**config.mk**
```make
export PLATFORM = sky130hd
export DESIGN_NAME = cid_decode
export DESIGN_NICKNAME = d
export VERILOG_FILES = /design/src/core/cid_alu.v /design/src/core/cid_decode.v
export VERILOG_INCLUDE_DIRS = /design/src /design/src/inc
export SDC_FILE = /design/constraint.sdc
export NUM_CORES = 2
export LEC_CHECK = 0
export BUFFER_PORTS_ARGS = -buffer_cell sky130_fd_sc_hd__buf_2
export CAP_MARGIN = 10
export CORE_UTILIZATION = 45
export CTS_BUF_LIST = sky130_fd_sc_hd__clkbuf_2
export DETAILED_ROUTE_END_ITERATION = 10
export PLACE_DENSITY = 0.74
export SLEW_MARGIN = 40
export SYNTH_ARGS = -nofsm -noshare
export SYNTH_HDL_FRONTEND = slang
export SYNTH_HIERARCHICAL = 1
export SYNTH_SLANG_ARGS = --single-unit
```
**constraint.sdc**
```tcl
create_clock -name clock -period 11.4 [get_ports clock]
set_input_delay 1.14 -clock clock [delete_from_list [all_inputs] [get_ports clock]]
set_output_delay 1.14 -clock clock [all_outputs]
set_load 0.03 [all_outputs]
```
**src/inc/cid_defs.vh**
```
// Field positions, opcode encodings and timing constants for the compact decoder
`ifndef CID_DEFS_VH
`define CID_DEFS_VH

// Format match patterns on the top bits
`define CID_F1_TOP      3'h0
`define CID_F2_TOP      5'h03
`define CID_F3_TOP      3'h1
`define CID_F4_TOP      6'h10
`define CID_F5_TOP      6'h11

// Shift-immediate opcodes
`define CID_SH_LSL      2'h0
`define CID_SH_LSR      2'h1
`define CID_SH_ASR      2'h2

// Immediate-format opcodes
`define CID_IM_MOV      2'h0
`define CID_IM_CMP      2'h1
`define CID_IM_ADD      2'h2
`define CID_IM_SUB      2'h3

// Two-register ALU opcodes
`define CID_AL_AND      4'h0
`define CID_AL_EOR      4'h1
`define CID_AL_LSL      4'h2
`define CID_AL_LSR      4'h3
`define CID_AL_ASR      4'h4
`define CID_AL_ADC      4'h5
`define CID_AL_SBC      4'h6
`define CID_AL_ROR      4'h7
`define CID_AL_TST      4'h8
`define CID_AL_NEG      4'h9
`define CID_AL_CMP      4'hA
`define CID_AL_CMN      4'hB
`define CID_AL_ORR      4'hC
`define CID_AL_MUL      4'hD
`define CID_AL_BIC      4'hE
`define CID_AL_MVN      4'hF

// High-register opcodes
`define CID_HI_ADD      2'h0
`define CID_HI_CMP      2'h1
`define CID_HI_MOV      2'h2
`define CID_HI_BX       2'h3

// Internal ALU operation codes
`define CID_OP_ADD      4'h0
`define CID_OP_SUB      4'h1
`define CID_OP_ADC      4'h2
`define CID_OP_SBC      4'h3
`define CID_OP_AND      4'h4
`define CID_OP_EOR      4'h5
`define CID_OP_ORR      4'h6
`define CID_OP_BIC      4'h7
`define CID_OP_MVN      4'h8
`define CID_OP_LSL      4'h9
`define CID_OP_LSR      4'hA
`define CID_OP_ASR      4'hB
`define CID_OP_ROR      4'hC
`define CID_OP_MUL      4'hD
`define CID_OP_MOVB     4'hE

// Flag bit positions inside the status word
`define CID_FLAG_N      3
`define CID_FLAG_Z      2
`define CID_FLAG_C      1
`define CID_FLAG_V      0
`define CID_FLAGS_RST   4'h0

// Cycle counts of the equivalent full-width instructions
`define CID_CYC_SIMPLE  3'h1
`define CID_CYC_REGSH   3'h2
`define CID_CYC_MUL     3'h4
`define CID_CYC_BRANCH  3'h3

`endif

```
**src/core/cid_alu.v**
```verilog
// Combinational 32-bit ALU computing result and condition flags
`timescale 1ns/1ps
`default_nettype none
`include "cid_defs.vh"

module cid_alu #(
  parameter W = 32
) (
  input  wire [3:0]   op,
  input  wire [W-1:0] a,
  input  wire [W-1:0] b,
  input  wire         carry_in,
  output reg  [W-1:0] result,
  output reg  [3:0]   flags
);

  reg  [W:0]   wide;      // Sum with carry out
  reg          c_out;     // Carry or shifter carry
  reg          v_out;     // Overflow
  wire [7:0]   amt;       // Register shift amount, low byte only
  wire [2*W-1:0] prod;    // Full product, low half kept

  assign amt  = b[7:0];
  assign prod = a * b;

  ////////////////////////////////////////////////////////////////
  // Operation select; shifts keep carry when amount is zero
  always @* begin
    wide   = {(W+1){1'b0}};
    c_out  = carry_in;
    v_out  = 1'b0;
    result = {W{1'b0}};
    case (op)
      `CID_OP_ADD, `CID_OP_ADC: begin
        wide   = {1'b0, a} + {1'b0, b} + {{W{1'b0}}, (op == `CID_OP_ADC) & carry_in};
        result = wide[W-1:0];
        c_out  = wide[W];
        v_out  = (a[W-1] == b[W-1]) && (result[W-1] != a[W-1]);
      end
      // Subtract is a plus not b plus carry; borrow is inverted carry
      `CID_OP_SUB, `CID_OP_SBC: begin
        wide   = {1'b0, a} + {1'b0, ~b} +
                 {{W{1'b0}}, (op == `CID_OP_SUB) | carry_in};
        result = wide[W-1:0];
        c_out  = wide[W];
        v_out  = (a[W-1] != b[W-1]) && (result[W-1] != a[W-1]);
      end
      `CID_OP_AND:  result = a & b;
      `CID_OP_EOR:  result = a ^ b;
      `CID_OP_ORR:  result = a | b;
      `CID_OP_BIC:  result = a & ~b;
      `CID_OP_MVN:  result = ~b;
      `CID_OP_MOVB: result = b;
      `CID_OP_MUL:  result = prod[W-1:0];
      `CID_OP_LSL: begin
        if (amt == 8'h00) begin
          result = a;
        end else if (amt < W) begin
          result = a << amt;
          c_out  = a[W - amt];
        end else begin
          result = {W{1'b0}};
          c_out  = (amt == W) ? a[0] : 1'b0;
        end
      end
      `CID_OP_LSR, `CID_OP_ASR: begin
        if (amt == 8'h00) begin
          result = a;
        end else if (amt < W) begin
          // Separate branches: a mixed conditional would make the shift logical
          if (op == `CID_OP_ASR) begin
            result = $signed(a) >>> amt;
          end else begin
            result = a >> amt;
          end
          c_out  = a[amt - 1];
        end else begin
          result = (op == `CID_OP_ASR) ? {W{a[W-1]}} : {W{1'b0}};
          c_out  = (op == `CID_OP_ASR || amt == W) ? a[W-1] : 1'b0;
        end
      end
      // Rotate uses amount modulo width
      `CID_OP_ROR: begin
        if (amt == 8'h00) begin
          result = a;
        end else begin
          result = (a >> amt[4:0]) | (a << (W - amt[4:0]));
          c_out  = result[W-1];
        end
      end
      default: result = {W{1'b0}};
    endcase
    flags = {result[W-1], (result == {W{1'b0}}), c_out, v_out};
  end

endmodule
`default_nettype wire

```
**src/core/cid_decode.v**
```verilog
// Decode and execute control for compact formats one to five
//
// What this block does
// [RQ1] Shift-immediate: 00 left, 01 right, 10 arithmetic
// [RQ2] Formats one to four always update flags
// [RQ3] Three-operand: op adds/subtracts, I picks immediate
// [RQ4] Immediate format fields: op, destination, byte
// [RQ5] Copy loads byte; compare writes nothing
// [RQ6] ALU logic ops write destination
// [RQ7] ALU register shifts and rotate by source
// [RQ8] Add and subtract with carry
// [RQ9] Test and compares only set flags
// [RQ10] Negate and multiply write destination
// [RQ11] High-register format field positions
// [RQ12] High flags extend registers to 8..15
// [RQ13] Only high compare updates flags
// [RQ14] Software avoids both high flags clear
// [RQ15] Opcode 11 branches to source address
// [RQ16] High add and copy keep flags
// [RQ17] Cycle count matches full-width equivalent
// [RQ18] Target bit 0 picks processor state
// [RQ19] Software avoids branch with first flag
// [RQ20] Shift opcode 11 means add/subtract
`timescale 1ns/1ps
`default_nettype none
`include "cid_defs.vh"

module cid_decode #(
  parameter W = 32
) (
  input  wire         clock,
  input  wire         rst_n,
  input  wire         instr_valid,
  input  wire [15:0]  instr,
  output wire         instr_ready,
  output wire [3:0]   rd_addr_a,
  output wire [3:0]   rd_addr_b,
  input  wire [W-1:0] rd_data_a,
  input  wire [W-1:0] rd_data_b,
  output reg          wr_en,
  output reg  [3:0]   wr_addr,
  output reg  [W-1:0] wr_data,
  output reg          branch_valid,
  output reg  [W-1:0] branch_target,
  output reg          compact_state,
  output reg  [3:0]   status_flags_reg,
  output reg          undef_instr,
  output wire         busy
);

  ////////////////////////////////////////////////////////////////
  // Instruction fields
  wire [1:0] sh_op            = instr[12:11];
  wire [4:0] shift_amount_imm = instr[10:6];
  wire [2:0] src_low_reg      = instr[5:3];
  wire [2:0] dst_low_reg      = instr[2:0];
  wire       imm_sel          = instr[10];
  wire       sub_sel          = instr[9];
  wire [2:0] second_low_reg   = instr[8:6];
  wire [2:0] small_imm        = instr[8:6];
  // [RQ4] Immediate field slicing
  wire [1:0] im_op            = instr[12:11];
  wire [2:0] im_dst           = instr[10:8];
  wire [7:0] byte_imm         = instr[7:0];
  wire [3:0] al_op            = instr[9:6];
  // [RQ11] High-register field slicing
  wire [1:0] hi_op            = instr[9:8];
  wire       first_hi_flag    = instr[7];
  wire       second_hi_flag   = instr[6];
  // [RQ12] High flags extend register numbers
  wire [3:0] dest_high_reg    = {first_hi_flag, dst_low_reg};
  wire [3:0] src_high_reg     = {second_hi_flag, src_low_reg};

  // Format detection; [RQ20] shift opcode 11 falls to add/subtract
  wire is_f1 = (instr[15:13] == `CID_F1_TOP) && (sh_op != `CID_IM_SUB);
  wire is_f2 = (instr[15:11] == `CID_F2_TOP);
  wire is_f3 = (instr[15:13] == `CID_F3_TOP);
  wire is_f4 = (instr[15:10] == `CID_F4_TOP);
  wire is_f5 = (instr[15:10] == `CID_F5_TOP);

  ////////////////////////////////////////////////////////////////
  // Decoded control, combinational
  reg  [3:0]   op;          // ALU operation
  reg  [3:0]   ra;          // Operand A register
  reg  [3:0]   rb;          // Operand B register
  reg          use_imm;     // B from immediate
  reg  [W-1:0] imm;         // Zero-extended immediate
  reg          do_write;    // Writes destination
  reg          do_flags;    // Updates condition flags
  reg          do_branch;   // Branch exchange
  reg          bad;         // Undefined or unsupported
  reg  [3:0]   dst;         // Destination register
  reg  [2:0]   cycles;      // Equivalent cycle count

  always @* begin
    op = `CID_OP_ADD; ra = 4'h0; rb = 4'h0; use_imm = 1'b0;
    imm = {W{1'b0}}; do_write = 1'b0; do_flags = 1'b0;
    do_branch = 1'b0; bad = 1'b0; dst = 4'h0; cycles = `CID_CYC_SIMPLE;
    if (is_f1) begin
      // [RQ1] Shift by five-bit immediate
      ra = {1'b0, src_low_reg}; use_imm = 1'b1; dst = {1'b0, dst_low_reg};
      imm = {{(W-5){1'b0}}, shift_amount_imm};
      op = (sh_op == `CID_SH_LSL) ? `CID_OP_LSL :
           (sh_op == `CID_SH_LSR) ? `CID_OP_LSR : `CID_OP_ASR;
      // Immediate zero on right shifts means shift by full width
      if (sh_op != `CID_SH_LSL && shift_amount_imm == 5'h00) begin
        imm = W;
      end
      do_write = 1'b1;
      // [RQ2] Flags always
      do_flags = 1'b1;
    end else if (is_f2) begin
      // [RQ3] Add or subtract register or small immediate
      ra = {1'b0, src_low_reg}; rb = {1'b0, second_low_reg};
      use_imm = imm_sel; imm = {{(W-3){1'b0}}, small_imm};
      op = sub_sel ? `CID_OP_SUB : `CID_OP_ADD;
      dst = {1'b0, dst_low_reg}; do_write = 1'b1; do_flags = 1'b1;
    end else if (is_f3) begin
      // [RQ5] Byte copy, compare, add, subtract
      ra = {1'b0, im_dst}; dst = {1'b0, im_dst}; use_imm = 1'b1;
      imm = {{(W-8){1'b0}}, byte_imm}; do_flags = 1'b1;
      do_write = (im_op != `CID_IM_CMP);
      op = (im_op == `CID_IM_MOV) ? `CID_OP_MOVB :
           (im_op == `CID_IM_ADD) ? `CID_OP_ADD : `CID_OP_SUB;
    end else if (is_f4) begin
      ra = {1'b0, dst_low_reg}; rb = {1'b0, src_low_reg};
      dst = {1'b0, dst_low_reg}; do_write = 1'b1; do_flags = 1'b1;
      case (al_op)
        // [RQ6] Logic operations
        `CID_AL_AND: op = `CID_OP_AND;
        `CID_AL_EOR: op = `CID_OP_EOR;
        `CID_AL_ORR: op = `CID_OP_ORR;
        `CID_AL_BIC: op = `CID_OP_BIC;
        `CID_AL_MVN: op = `CID_OP_MVN;
        // [RQ7] Register-amount shifts take an extra cycle
        `CID_AL_LSL: begin op = `CID_OP_LSL; cycles = `CID_CYC_REGSH; end
        `CID_AL_LSR: begin op = `CID_OP_LSR; cycles = `CID_CYC_REGSH; end
        `CID_AL_ASR: begin op = `CID_OP_ASR; cycles = `CID_CYC_REGSH; end
        `CID_AL_ROR: begin op = `CID_OP_ROR; cycles = `CID_CYC_REGSH; end
        // [RQ8] Carry-using arithmetic
        `CID_AL_ADC: op = `CID_OP_ADC;
        `CID_AL_SBC: op = `CID_OP_SBC;
        // [RQ9] Flag-only operations
        `CID_AL_TST: begin op = `CID_OP_AND; do_write = 1'b0; end
        `CID_AL_CMP: begin op = `CID_OP_SUB; do_write = 1'b0; end
        `CID_AL_CMN: begin op = `CID_OP_ADD; do_write = 1'b0; end
        // [RQ10] Negate as zero minus source
        `CID_AL_NEG: begin
          op = `CID_OP_SUB; use_imm = 1'b1; imm = {W{1'b0}};
        end
        // [RQ10] Multiply; fixed worst-case latency
        default: begin op = `CID_OP_MUL; cycles = `CID_CYC_MUL; end
      endcase
      // Negate puts zero in A: swap so immediate zero minus source
      if (al_op == `CID_AL_NEG) begin
        ra = {1'b0, src_low_reg};
      end
    end else if (is_f5) begin
      ra = dest_high_reg; rb = src_high_reg; dst = dest_high_reg;
      case (hi_op)
        // [RQ16] High add keeps flags
        `CID_HI_ADD: begin op = `CID_OP_ADD; do_write = 1'b1; end
        // [RQ13] Only compare sets flags here
        `CID_HI_CMP: begin op = `CID_OP_SUB; do_flags = 1'b1; end
        // [RQ16] High copy keeps flags
        `CID_HI_MOV: begin op = `CID_OP_MOVB; do_write = 1'b1; end
        // [RQ15] Branch to source register address
        default: begin
          do_branch = 1'b1; cycles = `CID_CYC_BRANCH;
          // [RQ19] First flag set is flagged undefined
          bad = first_hi_flag;
        end
      endcase
      // [RQ14] Both flags clear is flagged undefined, except for branch exchange
      if (hi_op != `CID_HI_BX && !first_hi_flag && !second_hi_flag) begin
        bad = 1'b1;
      end
    end else begin
      bad = 1'b1;
    end
  end

  // Negate needs immediate in A; realised by routing through operand mux
  wire         neg_sel = is_f4 && (al_op == `CID_AL_NEG);
  wire [W-1:0] opnd_a  = neg_sel ? {W{1'b0}} : rd_data_a;
  wire [W-1:0] opnd_b  = neg_sel ? rd_data_a : (use_imm ? imm : rd_data_b);
  wire [W-1:0] alu_res;
  wire [3:0]   alu_flags;

  assign rd_addr_a = ra;
  assign rd_addr_b = rb;

  cid_alu #(.W(W)) u_alu (
    .op       (op),
    .a        (opnd_a),
    .b        (opnd_b),
    .carry_in (status_flags_reg[`CID_FLAG_C]),
    .result   (alu_res),
    .flags    (alu_flags)
  );

  ////////////////////////////////////////////////////////////////
  // Issue and stall counter
  reg  [2:0] stall_reg;   // Remaining cycles of current instruction
  reg  [2:0] stall_next;
  wire       take = instr_valid && (stall_reg == 3'h0);

  assign instr_ready = (stall_reg == 3'h0);
  assign busy        = (stall_reg != 3'h0);

  // [RQ17] Hold off fetch for the equivalent cycle count
  always @* begin
    stall_next = stall_reg;
    if (take) begin
      stall_next = cycles - `CID_CYC_SIMPLE;
    end else if (stall_reg != 3'h0) begin
      stall_next = stall_reg - 3'h1;
    end
  end

  ////////////////////////////////////////////////////////////////
  // Result registers; undefined encodings write nothing
  always @(posedge clock) begin
    if (!rst_n) begin
      stall_reg        <= 3'h0;
      wr_en            <= 1'b0;
      wr_addr          <= 4'h0;
      wr_data          <= {W{1'b0}};
      branch_valid     <= 1'b0;
      branch_target    <= {W{1'b0}};
      compact_state    <= 1'b1;
      status_flags_reg <= `CID_FLAGS_RST;
      undef_instr      <= 1'b0;
    end else begin
      stall_reg    <= stall_next;
      wr_en        <= take && do_write && !bad;
      branch_valid <= take && do_branch && !bad;
      undef_instr  <= take && bad;
      if (take && do_write && !bad) begin
        wr_addr <= dst;
        wr_data <= alu_res;
      end
      // [RQ2] Flags from the computed result
      if (take && do_flags && !bad) begin
        status_flags_reg <= alu_flags;
      end
      if (take && do_branch && !bad) begin
        // [RQ18] Bit 0 selects the new state, target halfword aligned
        branch_target <= {rd_data_b[W-1:1], 1'b0};
        compact_state <= rd_data_b[0];
      end
    end
  end

endmodule
`default_nettype wire

```
Word level (Yosys, flattened, before mapping)
Cells that the tools add are included.
Word-level totals
  register bits after elaboration: 78
  input bits: 83
  output and inout port bits: 86
  word-level logic and storage cells: 221
Operators by class
  add/subtract/negate cells: 9
  multiply operators: 1
  magnitude comparators: 3
  equal/unequal tests: 47
  shift operators: 5
  multiplexer cells: 95
  bitwise operators: 8
  reductions and logical operators: 43
Operators with widths (number)
  $pmux 32 s12: 1
  $mux 32: 11
  $mux 4: 20
  $add 32x32->33: 2
  $add 33x1->33: 2
  $and 32x32->32: 2
  $lt 32x6->1 const B: 2
  $or 32x32->32: 2
  $eq 4x4->1 const B: 14
  $pmux 4 s13: 1
  $mux 1: 43
  $eq 4x3->1 const B: 8
  $logic_not 32->1: 1
  $mul 32x32->32: 1
  $not 32->32: 1
  $shl 32x32->32: 1
  $shl 32x8->32: 1
  $shr 32x5->32: 1
  $shr 32x8->32: 1
  $sshr 32x8->32: 1
  $xor 32x32->32: 1
  $mux 3: 7
  $eq 4x2->1 const B: 4
  $mux 8: 2
  other kinds (41): 81

Logic depth before layout (Yosys ltp)
  word-level depth: 14
  depth in mapped cells: 45
  depth with buffers taken out: 37

Modules after synthesis
Netlist, hierarchy kept.
Modules (own cells, without submodules)
  cid_alu: times used 1, cells each 3977, area each 30032.6 um^2, sequential area each 0.0 um^2
  cid_decode: times used 1, cells each 605, area each 4481.8 um^2, sequential area each 1561.5 um^2

Worst setup path after synthesis
Ideal clock, no wire load.
  path kind: input port to flip-flop
  start: in instr[11]
  end: reg status_flags_reg[2]
  setup time: 65 ps
  data arrival time: 11067 ps
  required time: 11335 ps
  path slack: 267 ps
  stages on the path: 39
  path buffers: 8
  path through: buf_2 > or4_4 > or4_4 > buf_6 > buf_6 > nor2_1 > o22ai_1 > inv_1 > buf_1 > clkbuf_1 > buf_1 > buf_1 > buf_1 > nor2_1 > fa_1 > inv_1 > fa_1 > fa_1 > [3 not listed] > ha_1 > fa_1 > fa_1 > ha_1 > a21o_1 > a21oi_1 > nand3_1 > o21ai_0 > o21ai_0 > a21o_1 > a21o_1 > a21o_1 > a31o_2 > a221o_1 > nand3b_1 > nor4_2 > mux2i_1 > nor2b_1
On the way
  longest elaborated chain between the ends: 13
  elaborated cells on any way between the ends: 91
  those cells by class: add/sub (5); mul (1); order compare (1); eq/ne (20); shift (5); mux (37); bitwise (8); reduce/logical (14)
Ends and longest elaborated chain
  start: declaration: line cid_decode.v:34  | input wire [15:0] instr,
  $eq 6x5->1 (no source line)
  $mux 1: line cid_decode.v:125  | end else if (is_f4) begin
  $mux 1: line cid_decode.v:118  | end else if (is_f3) begin
  $mux 1: line cid_decode.v:112  | end else if (is_f2) begin
  $mux 1: line cid_decode.v:99  | if (is_f1) begin
  $mux 32: line cid_decode.v:186  | wire [W-1:0] opnd_b = neg_sel ? rd_data_a : (use_imm ? imm : rd_data_b);
  $mux 32 (*): line cid_decode.v:186
  net opnd_b[3]: line cid_decode.v:186
  branches (longest 4 deep; another with $mul 32x32->32)
  $pmux 32 s12 (*): line cid_alu.v:33  | case (op)
  net alu_res[28]: line cid_decode.v:187  | wire [W-1:0] alu_res;
  $logic_not 32->1 (*): line cid_alu.v:93  | flags = {result[W-1], (result == {W{1'b0}}), c_out, v_out};
  net alu_flags[2]: line cid_decode.v:188  | wire [3:0] alu_flags;
  end signal: assignment: line cid_decode.v:232  | status_flags_reg <= `CID_FLAGS_RST;
  end signal: assignment: line cid_decode.v:245  | status_flags_reg <= alu_flags;
  end: declaration: line cid_decode.v:46  | output reg [3:0] status_flags_reg,
Mark *: on every way through the listed nets, which the timed path passes.
A chain may end at the register's enable or synchronous reset.

Final worst setup path
  start: in instr[12]
  end: reg status_flags_reg[2]
On the way
  elaborated cells on any way between the ends: 91
  those cells by class: add/sub (5); mul (1); order compare (1); eq/ne (20); shift (5); mux (37); bitwise (8); reduce/logical (14)
RTL lines
  $eq 6x5->1 (no source line) (*)
  $logic_and 1x1->1 (*): line cid_decode.v:184  | wire neg_sel = is_f4 && (al_op == `CID_AL_NEG);
  $mux 32 (*): line cid_decode.v:185  | wire [W-1:0] opnd_a = neg_sel ? {W{1'b0}} : rd_data_a;
  net opnd_a[3]: line cid_decode.v:185
  branches (longest 4 deep; another with $mul 32x32->32)
  $pmux 32 s12 (*): line cid_alu.v:33
  net alu_res[11]: line cid_decode.v:187
  $logic_not 32->1 (*): line cid_alu.v:93
  net alu_flags[2]: line cid_decode.v:188
Marked as above.

==> run_results.csv <==
group,metric,value,unit
sta,fin_ws,0.5503,ns
synthesis,ys_seq_area_share,4.524,%
clocking,cts-buffers-inserted,9,
job,max_cap_viol_count,0,
final_layout,top_regs,"wr_data: 32 flops, branch_target: 31 flops",
critical_path,cp_max_fo,47,
synthesis,ys_ff_latch,78,
die,std_cell_rows,101,
placed_design,dp_hpwl,167.1,mm
synthesis,ys_warn_count,6,
die,num_io_pins,169,
clocking,post_cts_buffers,0,
critical_path,rrSetupSlack,5.36,ns
synthesis,syn_area,34510,um2
sta,finClkSkew,0.05048,ns
die,die_w,278.9,um
sta,report.final.slew_viol_count,0,
routing,finalWirelength,211.8,mm
grt,grt_max_degree,111,
synthesis,synth_area_leader_cell,"fa_1",
synthesis,netlist.area_leader.share,23.90,%
final_layout,fin_util,49.52,%
pwr,power_per_cell_area,392.2,nW/um2
routing,first_pass_iters,7,
critical_path,slowest_delay,0.76,ns
clocking,clk_latency,0.67,ns
clocking,post_cts_resize_count,0,
run_status,status,"finished clean",
routing,drt_iter0_drc,6535,
clocking,clk_pin_slew,0.30,ns
routing,ant_nets,0,
die,dieArea,77810,um2
critical_path,crit_path_frequent_cell,"ha_1",
synthesis,synth_top_flop_cell,"dfxtp_1",
critical_path,cp_slowest_cell,"or4_1",
sta,finalSetupViolations,0,
placed_design,place_ws,0.2687,ns
clocking,hold_buffers,0,
critical_path,cp-end-kind,"register",
final_layout,largest_reg_flops,32,
pwr,vdd_drop_max,0.001042,V
sta,whs,0.4660,ns
critical_path,worstSetupPathType,"in -> reg",
grt,antenna_found_initial,19,
sta,fmax,0.09217,GHz
placed_design,io_buffers,167,
grt,busiest_layer,"met2",
synthesis,synth_edf_count,0,
routing,drc_errors,0,
die,start_util,45.44,%
grt,overflow,0,
placed_design,gp_congestion,1.122,
sta,fin_crit_sh,95.17,%
die,core_area,75950,um2
grt,grtUsageTotal,53.47,%
critical_path,cp-start-kind,"input port",
clocking,htreeDepth,3,
clocking,clk_path_buf_depth,2,
synthesis,syn-num-nets,5298,
sta,hold_viol,0,
critical_path,crit_family,"simple AND/OR/NAND/NOR gates",
sta,finalCriticalPeriod,10.85,ns
final_layout,layout-drive-gt1-share,14.15,%
grt,met1_usage,66.94,%
critical_path,cp_num_buf_inv,7,
grt,met3_usage,26.47,%
routing,viasPerCell,6.973,
clocking,cts_tree,"done",
grt,met2_usage,73.13,%
final_layout,layout_commonest_cell,"nand2_1",
sta,rsz0062_at_grt,"false",
synthesis,synth_cells,4582,
final_layout,final_cell_mix,"603 x nand2_1, 533 x nor2_1, 469 x inv_1",
die,die_h,278.9,um
routing,wl_per_cell,37.10,um
pwr,leakagePower,16.90,nW
sta,setup_tns,0,ns
grt,grt_pass1_wl,293.2,mm
sta,maxSlewHeadroom,28.91,%
worst_hold_path,hold_class,"reg -> reg",
critical_path,worstPathRequired,12.05,ns
routing,dr_total_vias,39810,
critical_path,cp.arrival,11.49,ns
synthesis,synth_area_per_cell,7.533,um2
synthesis,synthArstFlopShare,0,%
clocking,clkSinkCount,78,
clocking,root_buffer,"clkbuf_2",
sta,tightestPinTransition,1.064,ns
synthesis,synth_area_leaders,"fa_1 24%, ha_1 8.0%, nand2_1 6.6%, nor2_1 5.9%, inv_1 5.1%",
final_layout,regMostFlops,"wr_data",
grt,first_global_vias,38220,
pwr,power,0.01475,W
synthesis,synth.distinct_cells,100,
final_layout,nets,5368,
final_layout,syn2layout_area_growth,8.976,%
[where the power goes]
| part | internal, W | switching [W] | total (W) |
|---|---|---|---|
| Combinational | 0.00547 | 0.00881 | 0.0143 |
| Sequential | 0.000283 | 0.00000730 | 0.000290 |
| Clock | 0.0000540 | 0.000120 | 0.000174 |
| Total | 0.00581 | 0.00894 | 0.0148 |
[cell families (layout without fill, tap and decap cells)]
kind of cell,Yosys count,after routing,synth area share (%)
xor gates and xnor gates,110,110,2.813
muxes,228,228,8.882
adders and majority gates,633,633,31.91
AOI/OAI and AO/OA,1058,1058,20.70
and+or+nand+nor,1598,1598,20.91
DFF,78,78,4.524
buffers and inverters,876,951,10.25
other,1,23,0.01087
[metrics by stage]
stage                     cells  instance area, um2
after global routing       5692               37570
final                      5709               37610
after CTS                  5686               37520
after detailed placement   5670               37400
after global placement     5665               37320
after floorplan            4582               34510
[synthesized netlist by cell type, types with 22 or more instances]
cell,number
a211oi_1,50
a21boi_1,31
a21o_1,39
a21oi_1,224
a221oi_1,37
a22oi_1,39
a31oi_1,46
and2_1,52
and3_1,29
buf_1,65
buf_2,49
clkbuf_1,247
dfxtp_1,78
fa_1,412
ha_1,221
inv_1,471
mux2_2,30
mux2i_1,134
mux4_2,58
nand2_1,603
nand2b_1,40
nand3_1,79
nor2_1,540
nor2b_1,31
nor3_1,74
o2111ai_1,22
o211ai_1,47
o21ai_0,203
o221ai_1,28
o22ai_1,54
xnor2_1,80
xor2_1,29
[final timing paths]
check | start | end | depth (start not counted)
max | instr[12] | status_flags_reg[2] | 34
min reg2reg | branch_target[2] | branch_target[2] | 2
max reg2reg | status_flags_reg[1] | status_flags_reg[2] | 20
min | branch_target[2] | branch_target[2] | 2
[layer usage]
metal | up-vias | share of wire, %
li1 | 15820 | -
met1 | 19430 | 37
met2 | 3659 | 39
met3 | 889 | 17
met4 | 16 | 7.6
met5 | - | 0.081
[final cells by class]
class | count | area [um2]
Tap cell | 1030 | 1289
Timing Repair Buffer | 450 | 3034
Inverter | 485 | 1821
Sequential cell | 78 | 1562
Multi-Input combinational cell | 3628 | 29730
Clock buffer | 9 | 45.04
Clock inverter | 7 | 78.83
Antenna cell | 22 | 55.05
Fill cell | 7459 | 38340
[tightest hold or removal path, stage by stage, from the launching register on]
cell      delay (ns)
dfxtp_1         0.36
nand2_1         0.05
a21boi_1        0.04
(Power assumes the default switching activity.)
